$ cat src/lsf_params.svh
// Constants for the layer 2 port security filter.
// Assumes inclusion before any module that uses the filter's offsets and codes.
`ifndef LSF_PARAMS_SVH
`define LSF_PARAMS_SVH
`define LSF_NUM_PORTS 8
`define LSF_LIMIT_W 8
`define LSF_LIMIT_UNLIMITED 8'hff
`define LSF_EAPOL_DA 48'h0180c2000003
`define LSF_EAPOL_TYPE 16'h888e
// Register offsets; each per-port register is base plus port index
`define LSF_ADDR_W 8
`define LSF_OFF_GLOBAL 8'h00
`define LSF_OFF_STATUS 8'h01
`define LSF_OFF_PCTRL 8'h10
`define LSF_OFF_LIMIT 8'h20
`define LSF_OFF_COUNT 8'h30
// Global register fields
`define LSF_G_AUTH_EN 0
`define LSF_G_STP_EN 1
`define LSF_G_LIM_MODE 2
`define LSF_G_SPF_MODE 3
`define LSF_G_LOCK_DROP 4
`define LSF_G_MGMT_LO 8
`define LSF_G_MGMT_HI 10
`define LSF_GLOBAL_RST 32'h0000_0000
// Per-port control fields
`define LSF_P_AUTH_LO 0
`define LSF_P_AUTH_HI 1
`define LSF_P_LRN_DIS 2
`define LSF_P_LIM_EN 3
`define LSF_P_LOCK_EN 4
`define LSF_P_SPF_EN 5
`define LSF_PCTRL_RST 8'h03
`define LSF_LIMIT_RST 8'hff
`endif

$ cat src/lsf_pkg.sv
// Types shared by the layer 2 port security filter.
// Assumes lsf_params.svh is compiled first.
`default_nettype none
`include "lsf_params.svh"
package lsf_pkg;
  typedef enum logic [1:0] {
    LSF_AUTH_NONE,
    LSF_AUTH_INGRESS,
    LSF_AUTH_EGRESS,
    LSF_AUTH_FULL
  } lsf_auth_e;

  typedef struct packed {
    logic [2:0] in_port;
    logic [47:0] da;
    logic [15:0] ether_type;
    logic sa_unicast;
    logic sa_hit;
    logic sa_static;
    logic [2:0] sa_port;
    logic [11:0] sa_vid;
    logic [11:0] in_vid;
    logic [7:0] dest_map;
    logic [7:0] stp_fwd_map;
  } lsf_frame_s;

  typedef struct packed {
    logic drop;
    logic learn;
    logic refresh;
    logic [7:0] dest_map;
    logic eapol;
    logic lim_viol;
    logic lock_viol;
    logic spf_viol;
  } lsf_verdict_s;
endpackage
`default_nettype wire

$ cat src/lsf_filter.sv
// Per-port layer 2 security decision for each received frame.
// Assumes frames arrive as one-cycle descriptors with the table lookup already done.
//
// Overview of operation
// - Unauthorized port drops regular frames, no learning, excluded from destinations.
// - Ingress-only port accepts frames but is never a destination.
// - Egress-only port drops received regular frames, remains a destination.
// - Fully authorized port passes traffic unrestricted.
// - EAPOL frames bypass authorization state in restricted states.
// - Authorization applies only while spanning-tree state is forwarding.
// - EAPOL means DA 01:80:C2:00:00:03 and EtherType 888E.
// - With authorization on, EAPOL goes to the management port.
// - Learn-disable bit stops learning, skips limit check, never drops.
// - Port reaching its limit stops learning only on that port.
// - Limit violation flagged, not learned; mode bit chooses drop or forward.
// - Refresh of stored address at limit is no violation.
// - Limit 255 means unlimited learning, no limit drops.
// - Limit zero disables learning; lookup still happens.
// - Limit changes at run time; lowering flushes nothing.
// - Source stored on other locked port is a locking violation.
// - Spoof detection flags any source stored on another port.
// - Address may move to port with spoofing detection off.
// - Without limitation, only table capacity bounds learning.
// - Static entries never modified by dynamic learning.
//
// Chosen here: the register offsets and the address-and-strobe port.
`default_nettype none
`include "lsf_params.svh"
module lsf_filter
  import lsf_pkg::*;
#(
  parameter int NUM_PORTS = `LSF_NUM_PORTS,
  parameter int LIMIT_W = `LSF_LIMIT_W
) (
  input wire logic mclk_i,
  input wire logic sys_rst_i,
  input wire logic [`LSF_ADDR_W-1:0] reg_addr_i,
  input wire logic [31:0] reg_wdata_i,
  input wire logic reg_wr_i,
  input wire logic reg_rd_i,
  output logic [31:0] reg_rdata_o,
  input wire logic frame_valid_i,
  input wire lsf_frame_s frame_i,
  input wire logic age_out_valid_i,
  input wire logic [2:0] age_out_port_i,
  output logic verdict_valid_o,
  output lsf_verdict_s verdict_o
);
  logic [31:0] global_ctrl_zero_reg;
  logic [7:0] port_ctrl_reg [NUM_PORTS];
  logic [LIMIT_W-1:0] port_learn_limit [NUM_PORTS];
  logic [LIMIT_W-1:0] learn_count_reg [NUM_PORTS];
  logic [NUM_PORTS-1:0] lim_sticky_reg;
  logic [NUM_PORTS-1:0] lock_sticky_reg;
  logic [NUM_PORTS-1:0] spf_sticky_reg;

  logic auth_en;
  logic stp_en;
  logic limit_violation_mode;
  logic spoof_violation_mode;
  logic lock_drop;
  logic [2:0] mgmt_port;
  assign auth_en = global_ctrl_zero_reg[`LSF_G_AUTH_EN];
  assign stp_en = global_ctrl_zero_reg[`LSF_G_STP_EN];
  assign limit_violation_mode = global_ctrl_zero_reg[`LSF_G_LIM_MODE];
  assign spoof_violation_mode = global_ctrl_zero_reg[`LSF_G_SPF_MODE];
  assign lock_drop = global_ctrl_zero_reg[`LSF_G_LOCK_DROP];
  assign mgmt_port = global_ctrl_zero_reg[`LSF_G_MGMT_HI:`LSF_G_MGMT_LO];

  // Per-port authorization decode; both directions side by side
  logic [NUM_PORTS-1:0] rx_allowed;
  logic [NUM_PORTS-1:0] tx_allowed;

  always_comb begin
    rx_allowed = '0;
    tx_allowed = '0;
    for (int p = 0; p < NUM_PORTS; p++) begin
      case (lsf_auth_e'(port_ctrl_reg[p][`LSF_P_AUTH_HI:`LSF_P_AUTH_LO]))
        LSF_AUTH_NONE: begin
          rx_allowed[p] = 1'b0;
          tx_allowed[p] = 1'b0;
        end
        LSF_AUTH_INGRESS: begin
          rx_allowed[p] = 1'b1;
          tx_allowed[p] = 1'b0;
        end
        LSF_AUTH_EGRESS: begin
          rx_allowed[p] = 1'b0;
          tx_allowed[p] = 1'b1;
        end
        LSF_AUTH_FULL: begin
          rx_allowed[p] = 1'b1;
          tx_allowed[p] = 1'b1;
        end
        default: begin
          rx_allowed[p] = 1'b0;
          tx_allowed[p] = 1'b0;
        end
      endcase
    end
  end

  // Register address decode, shared by writes, clears and reads
  logic sel_global;
  logic sel_status;
  logic [NUM_PORTS-1:0] sel_pctrl;
  logic [NUM_PORTS-1:0] sel_limit;
  logic [NUM_PORTS-1:0] sel_count;

  always_comb begin
    sel_global = (reg_addr_i == `LSF_OFF_GLOBAL);
    sel_status = (reg_addr_i == `LSF_OFF_STATUS);
    sel_pctrl = '0;
    sel_limit = '0;
    sel_count = '0;
    for (int p = 0; p < NUM_PORTS; p++) begin
      sel_pctrl[p] = (reg_addr_i == `LSF_OFF_PCTRL + 8'(p));
      sel_limit[p] = (reg_addr_i == `LSF_OFF_LIMIT + 8'(p));
      sel_count[p] = (reg_addr_i == `LSF_OFF_COUNT + 8'(p));
    end
  end

  // Frame decision, combinational
  logic [7:0] in_ctrl;
  logic [7:0] st_ctrl;
  logic [LIMIT_W-1:0] in_limit;
  logic [LIMIT_W-1:0] in_count;
  logic auth_active;
  logic is_eapol;
  logic learn_disable_bit;
  logic spoof_detect_ctrl_bit;
  logic other_port;
  logic lock_v;
  logic spf_v;
  logic new_addr;
  logic lim_v;
  logic auth_drop;
  logic drop_c;
  logic learn_c;
  logic refresh_c;
  logic [7:0] dest_c;

  always_comb begin
    in_ctrl = port_ctrl_reg[frame_i.in_port];
    st_ctrl = port_ctrl_reg[frame_i.sa_port];
    in_limit = port_learn_limit[frame_i.in_port];
    in_count = learn_count_reg[frame_i.in_port];
    learn_disable_bit = in_ctrl[`LSF_P_LRN_DIS];
    spoof_detect_ctrl_bit = in_ctrl[`LSF_P_SPF_EN];
    is_eapol = (frame_i.da == `LSF_EAPOL_DA) && (frame_i.ether_type == `LSF_EAPOL_TYPE);
    auth_active = auth_en && (!stp_en || frame_i.stp_fwd_map[frame_i.in_port]);
    other_port = frame_i.sa_hit && (frame_i.sa_port != frame_i.in_port);
    lock_v = other_port && st_ctrl[`LSF_P_LOCK_EN];
    spf_v = other_port && spoof_detect_ctrl_bit;
    // Refresh or move needs no new entry
    new_addr = !frame_i.sa_hit;
    lim_v = frame_i.sa_unicast && !learn_disable_bit && in_ctrl[`LSF_P_LIM_EN] && new_addr &&
            (in_limit != `LSF_LIMIT_UNLIMITED) && (in_count >= in_limit);
    auth_drop = 1'b0;
    dest_c = frame_i.dest_map;
    if (auth_active) begin
      dest_c = frame_i.dest_map & 8'(tx_allowed);
      auth_drop = !rx_allowed[frame_i.in_port];
      if (is_eapol) begin
        auth_drop = 1'b0;
        dest_c = 8'h00;
        dest_c[mgmt_port] = 1'b1;
      end
    end
    drop_c = auth_drop || (lim_v && !limit_violation_mode) || (lock_v && lock_drop) ||
             (spf_v && spoof_violation_mode);
    learn_c = frame_i.sa_unicast && !learn_disable_bit && !auth_drop && !lim_v && !lock_v && !spf_v &&
              !(frame_i.sa_hit && frame_i.sa_static);
    refresh_c = learn_c && frame_i.sa_hit && !other_port && (frame_i.sa_vid == frame_i.in_vid);
    if (drop_c) begin
      dest_c = 8'h00;
    end
  end

  // Idle verdict is all zero so stale fields never look like a decision
  lsf_verdict_s verdict_next;

  always_comb begin
    verdict_next = '0;
    if (frame_valid_i) begin
      verdict_next.drop = drop_c;
      verdict_next.learn = learn_c;
      verdict_next.refresh = refresh_c;
      verdict_next.dest_map = dest_c;
      verdict_next.eapol = is_eapol;
      verdict_next.lim_viol = lim_v;
      verdict_next.lock_viol = lock_v;
      verdict_next.spf_viol = spf_v;
    end
  end

  always_ff @(posedge mclk_i) begin
    if (sys_rst_i) begin
      verdict_valid_o <= 1'b0;
      verdict_o <= '0;
    end else begin
      verdict_valid_o <= frame_valid_i;
      verdict_o <= verdict_next;
    end
  end

  // Learned address counters per port; aging is the only way down
  // A learn and an age-out in one cycle cancel unless the count is at zero or full; both ends saturate
  logic [NUM_PORTS-1:0] cnt_inc;
  logic [NUM_PORTS-1:0] cnt_dec;
  logic [LIMIT_W-1:0] learn_count_next [NUM_PORTS];

  always_comb begin
    for (int p = 0; p < NUM_PORTS; p++) begin
      cnt_inc[p] = frame_valid_i && learn_c && new_addr && (frame_i.in_port == 3'(p)) &&
                   (learn_count_reg[p] != {LIMIT_W{1'b1}});
      cnt_dec[p] = age_out_valid_i && (age_out_port_i == 3'(p)) && (learn_count_reg[p] != '0);
      if (cnt_inc[p] && !cnt_dec[p]) begin
        learn_count_next[p] = learn_count_reg[p] + 1'b1;
      end else if (cnt_dec[p] && !cnt_inc[p]) begin
        learn_count_next[p] = learn_count_reg[p] - 1'b1;
      end else begin
        learn_count_next[p] = learn_count_reg[p];
      end
    end
  end

  always_ff @(posedge mclk_i) begin
    if (sys_rst_i) begin
      for (int p = 0; p < NUM_PORTS; p++) begin
        learn_count_reg[p] <= '0;
      end
    end else begin
      for (int p = 0; p < NUM_PORTS; p++) begin
        learn_count_reg[p] <= learn_count_next[p];
      end
    end
  end

  // Configuration writes
  always_ff @(posedge mclk_i) begin
    if (sys_rst_i) begin
      global_ctrl_zero_reg <= `LSF_GLOBAL_RST;
      for (int p = 0; p < NUM_PORTS; p++) begin
        port_ctrl_reg[p] <= `LSF_PCTRL_RST;
        port_learn_limit[p] <= `LSF_LIMIT_RST;
      end
    end else if (reg_wr_i) begin
      if (sel_global) begin
        global_ctrl_zero_reg <= reg_wdata_i;
      end
      for (int p = 0; p < NUM_PORTS; p++) begin
        if (sel_pctrl[p]) begin
          port_ctrl_reg[p] <= reg_wdata_i[7:0];
        end
        if (sel_limit[p]) begin
          port_learn_limit[p] <= reg_wdata_i[LIMIT_W-1:0];
        end
      end
    end
  end

  // Sticky flags, set beats clear
  // A clear racing a new violation must not lose the event
  logic [NUM_PORTS-1:0] viol_port;
  logic [NUM_PORTS-1:0] lim_clr;
  logic [NUM_PORTS-1:0] lock_clr;
  logic [NUM_PORTS-1:0] spf_clr;
  logic [NUM_PORTS-1:0] lim_sticky_next;
  logic [NUM_PORTS-1:0] lock_sticky_next;
  logic [NUM_PORTS-1:0] spf_sticky_next;

  always_comb begin
    viol_port = '0;
    viol_port[frame_i.in_port] = frame_valid_i;
    lim_clr = '0;
    lock_clr = '0;
    spf_clr = '0;
    if (reg_wr_i && sel_status) begin
      lim_clr = reg_wdata_i[NUM_PORTS-1:0];
      lock_clr = reg_wdata_i[8+NUM_PORTS-1:8];
      spf_clr = reg_wdata_i[16+NUM_PORTS-1:16];
    end
    lim_sticky_next = (lim_sticky_reg & ~lim_clr) | (viol_port & {NUM_PORTS{lim_v}});
    lock_sticky_next = (lock_sticky_reg & ~lock_clr) | (viol_port & {NUM_PORTS{lock_v}});
    spf_sticky_next = (spf_sticky_reg & ~spf_clr) | (viol_port & {NUM_PORTS{spf_v}});
  end

  always_ff @(posedge mclk_i) begin
    if (sys_rst_i) begin
      lim_sticky_reg <= '0;
      lock_sticky_reg <= '0;
      spf_sticky_reg <= '0;
    end else begin
      lim_sticky_reg <= lim_sticky_next;
      lock_sticky_reg <= lock_sticky_next;
      spf_sticky_reg <= spf_sticky_next;
    end
  end

  // Read data, one cycle after the strobe, zero otherwise
  logic [31:0] rdata_next;

  always_comb begin
    rdata_next = '0;
    if (reg_rd_i) begin
      if (sel_global) begin
        rdata_next = global_ctrl_zero_reg;
      end
      if (sel_status) begin
        rdata_next = {8'h00, 8'(spf_sticky_reg), 8'(lock_sticky_reg), 8'(lim_sticky_reg)};
      end
      for (int p = 0; p < NUM_PORTS; p++) begin
        if (sel_pctrl[p]) begin
          rdata_next = {24'h0, port_ctrl_reg[p]};
        end
        if (sel_limit[p]) begin
          rdata_next = 32'(port_learn_limit[p]);
        end
        if (sel_count[p]) begin
          rdata_next = 32'(learn_count_reg[p]);
        end
      end
    end
  end

  always_ff @(posedge mclk_i) begin
    if (sys_rst_i) begin
      reg_rdata_o <= '0;
    end else begin
      reg_rdata_o <= rdata_next;
    end
  end
endmodule
`default_nettype wire

$ cat config.mk
export PLATFORM = sky130hd
export DESIGN_NAME = lsf_filter
export DESIGN_NICKNAME = d
export VERILOG_FILES = /design/src/lsf_pkg.sv /design/src/lsf_filter.sv
export VERILOG_INCLUDE_DIRS = /design/src
export SDC_FILE = /design/constraint.sdc
export NUM_CORES = 1
export LEC_CHECK = 0
export BUFFER_PORTS_ARGS = -buffer_cell sky130_fd_sc_hd__buf_4
export CORE_MARGIN = 2
export CORE_UTILIZATION = 55
export CTS_BUF_LIST = sky130_fd_sc_hd__clkbuf_4
export CTS_CLUSTER_DIAMETER = 30
export DETAILED_ROUTE_END_ITERATION = 8
export MAX_ROUTING_LAYER = met4
export PLACE_DENSITY_LB_ADDON = 0.25
export SLEW_MARGIN = 5
export SYNTH_ARGS = -nofsm -noshare
export SYNTH_HDL_FRONTEND = slang
export SYNTH_SLANG_ARGS = --single-unit
$ cat constraint.sdc
create_clock -name mclk_i -period 5.8 [get_ports mclk_i]
set_input_delay 0.58 -clock mclk_i [delete_from_list [all_inputs] [get_ports mclk_i]]
set_output_delay 0.58 -clock mclk_i [all_outputs]
set_load 0.005 [all_outputs]
# Yosys cells after proc, flatten, opt, wreduce, memory -nomap -nowiden
# Memory sizes are Yosys's and may differ from the RTL's.
# Index checks and enable logic that the tools add are counted.
# totals
register_bits	104
mem_bits_rw	192
in_bits	162
elab_cells	484
memories	3
# classes
n_addsub	16
n_lt_le_gt_ge	5
eq_ne	76
mux	164
n_bitwise	41
reduce_logical	163
# memory_table
memory	depth	word_bits	rd	rd_clocked_by_memory_dff	wr	line	rtl
learn_count_reg	8	8	9	0	8	lsf_filter.sv:52	logic [LIMIT_W-1:0] learn_count_reg [NUM_PORTS];
port_ctrl_reg	8	8	10	0	8	lsf_filter.sv:50	logic [7:0] port_ctrl_reg [NUM_PORTS];
port_learn_limit	8	8	9	0	8	lsf_filter.sv:51	logic [LIMIT_W-1:0] port_learn_limit [NUM_PORTS];
# ops
operator	count
$mux 8	69
$eq 8x6->1 const B	16
$logic_and 1x1->1	75
$mux 1	73
$ne 8x8->1 const B	9
$reduce_or 2->1	34
$add 8x1->8 const B	8
$and 8x8->8	8
$eq 8x5->1 const B	8
$reduce_bool 8->1	8
$sub 8x1->8 const B	8
$eq 48x41->1 const B	1
$mux 24	2
$eq 2x2->1 const B	16
$pmux 1 s2	16
$reduce_or 28->1	1
$logic_not 1->1	27
$reduce_or 26->1	1
$eq 3x3->1 const B	8
$not 8->8	3
$or 1x1->1	24
$or 8x8->8	3
$eq 16x16->1 const B	1
$eq 2x1->1 const B	8
17 further kinds	38

# Longest topological paths before layout
# depth
ltp_word	27
mapped_depth	27

# Worst setup path before layout
# OpenSTA, ideal clock, no wires.
# synth_timing
path_type	input to register
start	input port frame_i[110] (netlist bit)
end	memory learn_count_reg[3][7] (netlist bit)
setup_time_ns	0.070
arrival_ns	5.880
setup_slack_ns	-0.150
cell_stages	27
path_buffers	6
path_cell_list	buf_2 -> buf_2 -> buf_4 -> buf_2 -> buf_2 -> mux4_2 -> nand2_1 -> nand2_1 -> ha_1 -> and3_1 -> a21oi_1 -> o21ai_0 -> o31ai_1 -> a211oi_1 -> a211o_1 -> buf_2 -> nor4_2 -> ha_1 -> inv_1 -> ha_1 -> a21oi_1 -> a21boi_0 -> o21ai_0 -> a21oi_1 -> xnor2_1 -> or3_1 -> a21oi_1
# synth_lines
element	line	rtl
from (decl)	lsf_filter.sv:43	input wire lsf_frame_s frame_i,
to (decl)	lsf_filter.sv:52	

==> run summary <==
Power Density -> 231.1 nW/um^2
Sequential-to-total area share from yosys stat -> 0.4203
Setup Crit Path Kind -> reg -> reg
Clk pwr share -> 0.393
Layout Area Growth over Synthesis -> 20.76%
TritonCTS Sinks -> 296
Nets -> 2392
Port bufs -> 209
Dpl cells -> 2469
F_max -> 190.9 MHz
CP Launch Type -> register
Worst vdd ir -> 268.3 uV
Worst flop-to-flop path startpoint -> port_learn_limit[7][5]$_DFFE_PP_
Final Wtd Congestion -> 1.047
Max-Cap Viols -> 0
Initial DRT Pass Iterations -> 8
Hold-fix buffers, CTS -> 0
Crit. End Element -> register
Die Ht -> 180.6 um
Netlist Area Pre-Place -> 17150 um^2
Slew @ Worst Pin -> 1.197 ns
Initial antenna violation count -> 1
CTS max path bufs -> 3
Die area -> 32610 um^2
Hold path start -> frame_i[14]
Final-report max-slew violation count -> 0
Starting Density -> 0.5592
Fraction of layout cells with a size suffix above 1 -> 0.2349
Vias -> 16757
Hold Path Sink -> verdict_o[10]$_SDFF_PP0_
Tmin final -> 5.239 ns
# rows -> 64
Post-DRT Antenna Nets -> 0
#FFs+latches synth -> 296
Crit path max fanout -> 10
Post-synthesis net count -> 2097
Vias in the first global route -> 15787
Pin count of the biggest net entering global routing -> 88
FF/Latch Area -> 7207 um^2
Seq pwr share -> 0.486
CORE AREA -> 30670 um^2
Post-DP HPWL -> 49.07 mm
Final Cell Area -> 20710 um^2
Crit path DAT -> 5.93 ns
DRT iter0 DRCs -> 1910
Internal power -> 0.003521 W
Worst slew margin -> 0.1958
Global-route wire length before repair -> 95.41 mm
DRT Wirelength -> 64.89 mm
Tot Pwr -> 0.004786 W
Post-synth EDFFs -> 128
H-Tree Depth -> 3
Setup_tns -> 0 ns
CTS tree -> yes
Remaining DRCs -> 0
Standby leakage power -> 8.152 nW
Total GRT Usage -> 0.3998
Synth cell types -> 72
Hold Slack -> 0.07002 ns
Routed len/inst -> 24.93 um
I/O pins -> 210
Cells after synthesis -> 1860
Clock Pin Slew Worst Setup and Hold Paths -> 0.06 ns
Non-filler cells, final -> 2603
Post-DR vias/cell -> 6.438
Sw power -> 0.001265 W
Post-DP Area -> 19690 um^2
R2R depth -> 21
Total grt overflow -> 0
Filler Cells Inserted -> 2536
Root Driver -> clkbuf_4
Resized Gates After CTS -> 0
FF-to-FF End -> learn_count_reg[3][7]$_SDFFE_PP0P_
Multi-input logic area -> 9387 um^2
HP Class -> in -> reg
Setup Viol. Count Final -> 0
Switching Share -> 0.2643
Final Cycle Share -> 0.9032
Primary FF master, synth -> dfxtp_1
Clk_skew -> 0.03947 ns
Clock latency on the worst-skew pair -> 0.78 ns
Internal reg-to-reg setup slack -> 0.56 ns
Chip width -> 180.6 um
RSZ-0062 raised after global routing -> no
Syn avg cell area -> 9.220 um^2
Logic gate share of total power -> 0.121
Async SR Flop Fraction -> 0
Fin. Hold Viols -> 0
Status -> complete, no violations
Post-CTS setup buffers -> 0
Warnings from Yosys -> 0
Worst Hold Depth -> 3
CP required -> 6.49 ns
Cts bufs inserted -> 80
[cells in the final DEF, fill, tap and decap left out, drive strengths merged, types with 9 or more instances in the layout]
cell type and n:
nor2 248, nand2b 27, xnor2 44, mux4 40, a21o 30, inv 46, a21oi 154, nor4b 12
clkinv 16, and2 12, xor2 22, nor4 30, nand3 27, clkbuf 113, dfxtp 168, and3 13
mux2i 41, nor3 29, a22oi 55, o21ai 71, nand2 234, a221oi 13, nor2b 16, nand4 32
a221o 9, buf 319, o22ai 12, edfxtp 128, o21bai 18, or2 12, ha 67
[power by group through the flow]
| stage | logic (W) | clock network [W] | registers, W |
|---|---|---|---|
| final | 0.000577 | 0.00188 | 0.00233 |
| after global routing | 0.000611 | 0.00202 | 0.00232 |
| after floorplan | 0.000310 | 0 | 0.00231 |
| after global placement | 0.000556 | 0 | 0.00236 |
| after detailed placement | 0.000562 | 0 | 0.00236 |
| after CTS | 0.000565 | 0.00191 | 0.00232 |
[kinds of logic (layout without fill, tap and decap cells)]
| family | Yosys count | after routing | synth area share |
|---|---|---|---|
| AND/OR/NAND/NOR | 731 | 731 | 0.2022 |
| adder cells (fa/ha/maj) | 75 | 75 | 0.05822 |
| flip-flops | 296 | 296 | 0.4203 |
| multiplexers | 84 | 84 | 0.07843 |
| buffers and inverters | 152 | 497 | 0.03415 |
| AO/OA/AOI/OAI | 456 | 456 | 0.1730 |
| XOR/XNOR | 66 | 66 | 0.03371 |
| other | 0 | 2 | 0 |
[metal layers]
metal	global-route usage	routed length, um	part of all wire	up-vias
met5	-	0	0	-
met4	0.1800	2993	0.046	0
met3	0.08791	7816	0.12	211
met2	0.5966	28760	0.44	1111
met1	0.5228	25320	0.39	7957
li1	-	-	-	7478
[how the worst max path moves through the flow]
stage                                    startpoint                            endpoint  slack, ns  cells past startpoint
2_1_floorplan                          frame_i[110]  learn_count_reg[3][7]$_SDFFE_PP0P_       0.01                     27
3_3_place_gp                           frame_i[110]  learn_count_reg[6][7]$_SDFFE_PP0P_       0.27                     22
3_5_place_dp                           frame_i[110]  learn_count_reg[3][7]$_SDFFE_PP0P_       0.12                     24
4_1_cts        port_learn_limit[1][2]$_SDFFCE_PN1P_  learn_count_reg[3][7]$_SDFFE_PP0P_       0.67                     21
5_1_grt            port_learn_limit[7][5]$_DFFE_PP_  learn_count_reg[3][7]$_SDFFE_PP0P_       0.23                     21
6_report           port_learn_limit[7][5]$_DFFE_PP_  learn_count_reg[3][7]$_SDFFE_PP0P_       0.56                     21
[metrics by stage]
| stage | worst slack [ns] | util |
|---|---|---|
| 2_1_floorplan | 0.01445 | - |
| 3_3_place_gp | 0.2666 | 0.6421 |
| 3_5_place_dp | 0.1152 | 0.6421 |
| 4_1_cts | 0.6653 | 0.6751 |
| 5_1_grt | 0.2259 | 0.6753 |
| 6_report | 0.5614 | 0.6753 |
[synthesized netlist by cell type, types with 7 or more instances]
cell type  count  area share
and3_1        13      0.0047
nor2_1       248       0.054
clkbuf_1      83       0.018
a221oi_1      13      0.0066
nand2b_1      27      0.0098
mux4_2        40       0.053
nor4b_1       10      0.0051
o21bai_1      18      0.0079
and2_1        12      0.0044
fa_1           8      0.0093
o31ai_1        8      0.0035
a22oi_1       55       0.024
nor4_1        24      0.0088
ha_1          67       0.049
nand3_1       27      0.0079
a21o_1        30       0.013
mux2i_1       41       0.024
nand2_1      234       0.051
a211oi_1       7      0.0031
nand3b_1       8      0.0035
nor2b_1       16      0.0058
or3_1          8      0.0029
o2111ai_1      8      0.0041
xnor2_1       44       0.022
a21boi_0       7      0.0031
nand4_1       32       0.012
buf_2          9      0.0026
inv_1         46       0.010
nor3_1        28      0.0082
dfxtp_1      168        0.20
or2_2         12      0.0044
xor2_1        22       0.011
buf_1         13      0.0028
a221o_1        9      0.0053
o21ai_0       70       0.020
edfxtp_1     128        0.22
o22ai_1       12      0.0044
a21oi_1      154       0.045
[area by class of cell]
class	count	share of cell area
diodes	2	0.0002417
clock buffers	113	0.04096
clock inverters	19	0.007854
inverters	46	0.008337
multi-input cells	1412	0.4532
flip-flops and latches	296	0.3480
well taps	396	0.02392
repair buffers	319	0.1174
[critical path, stage by stage, from the launching register on]
cell and delay, ns:
edfxtp_1 0.47, mux4_2 0.53, mux2i_1 0.33, ha_1 0.33
and3_1 0.17, a21oi_1 0.10, o21ai_0 0.10, o31ai_1 0.26
a211oi_1 0.14, a211o_1 0.32, buf_12 0.16, nor4_2 0.24
ha_1 0.20, inv_1 0.10, ha_1 0.32, a21oi_1 0.20
a21boi_0 0.15, o21ai_0 0.27, a21oi_1 0.13, xnor2_1 0.15
or3_1 0.32, a21oi_1 0.17
(Power assumes the default switching activity.)
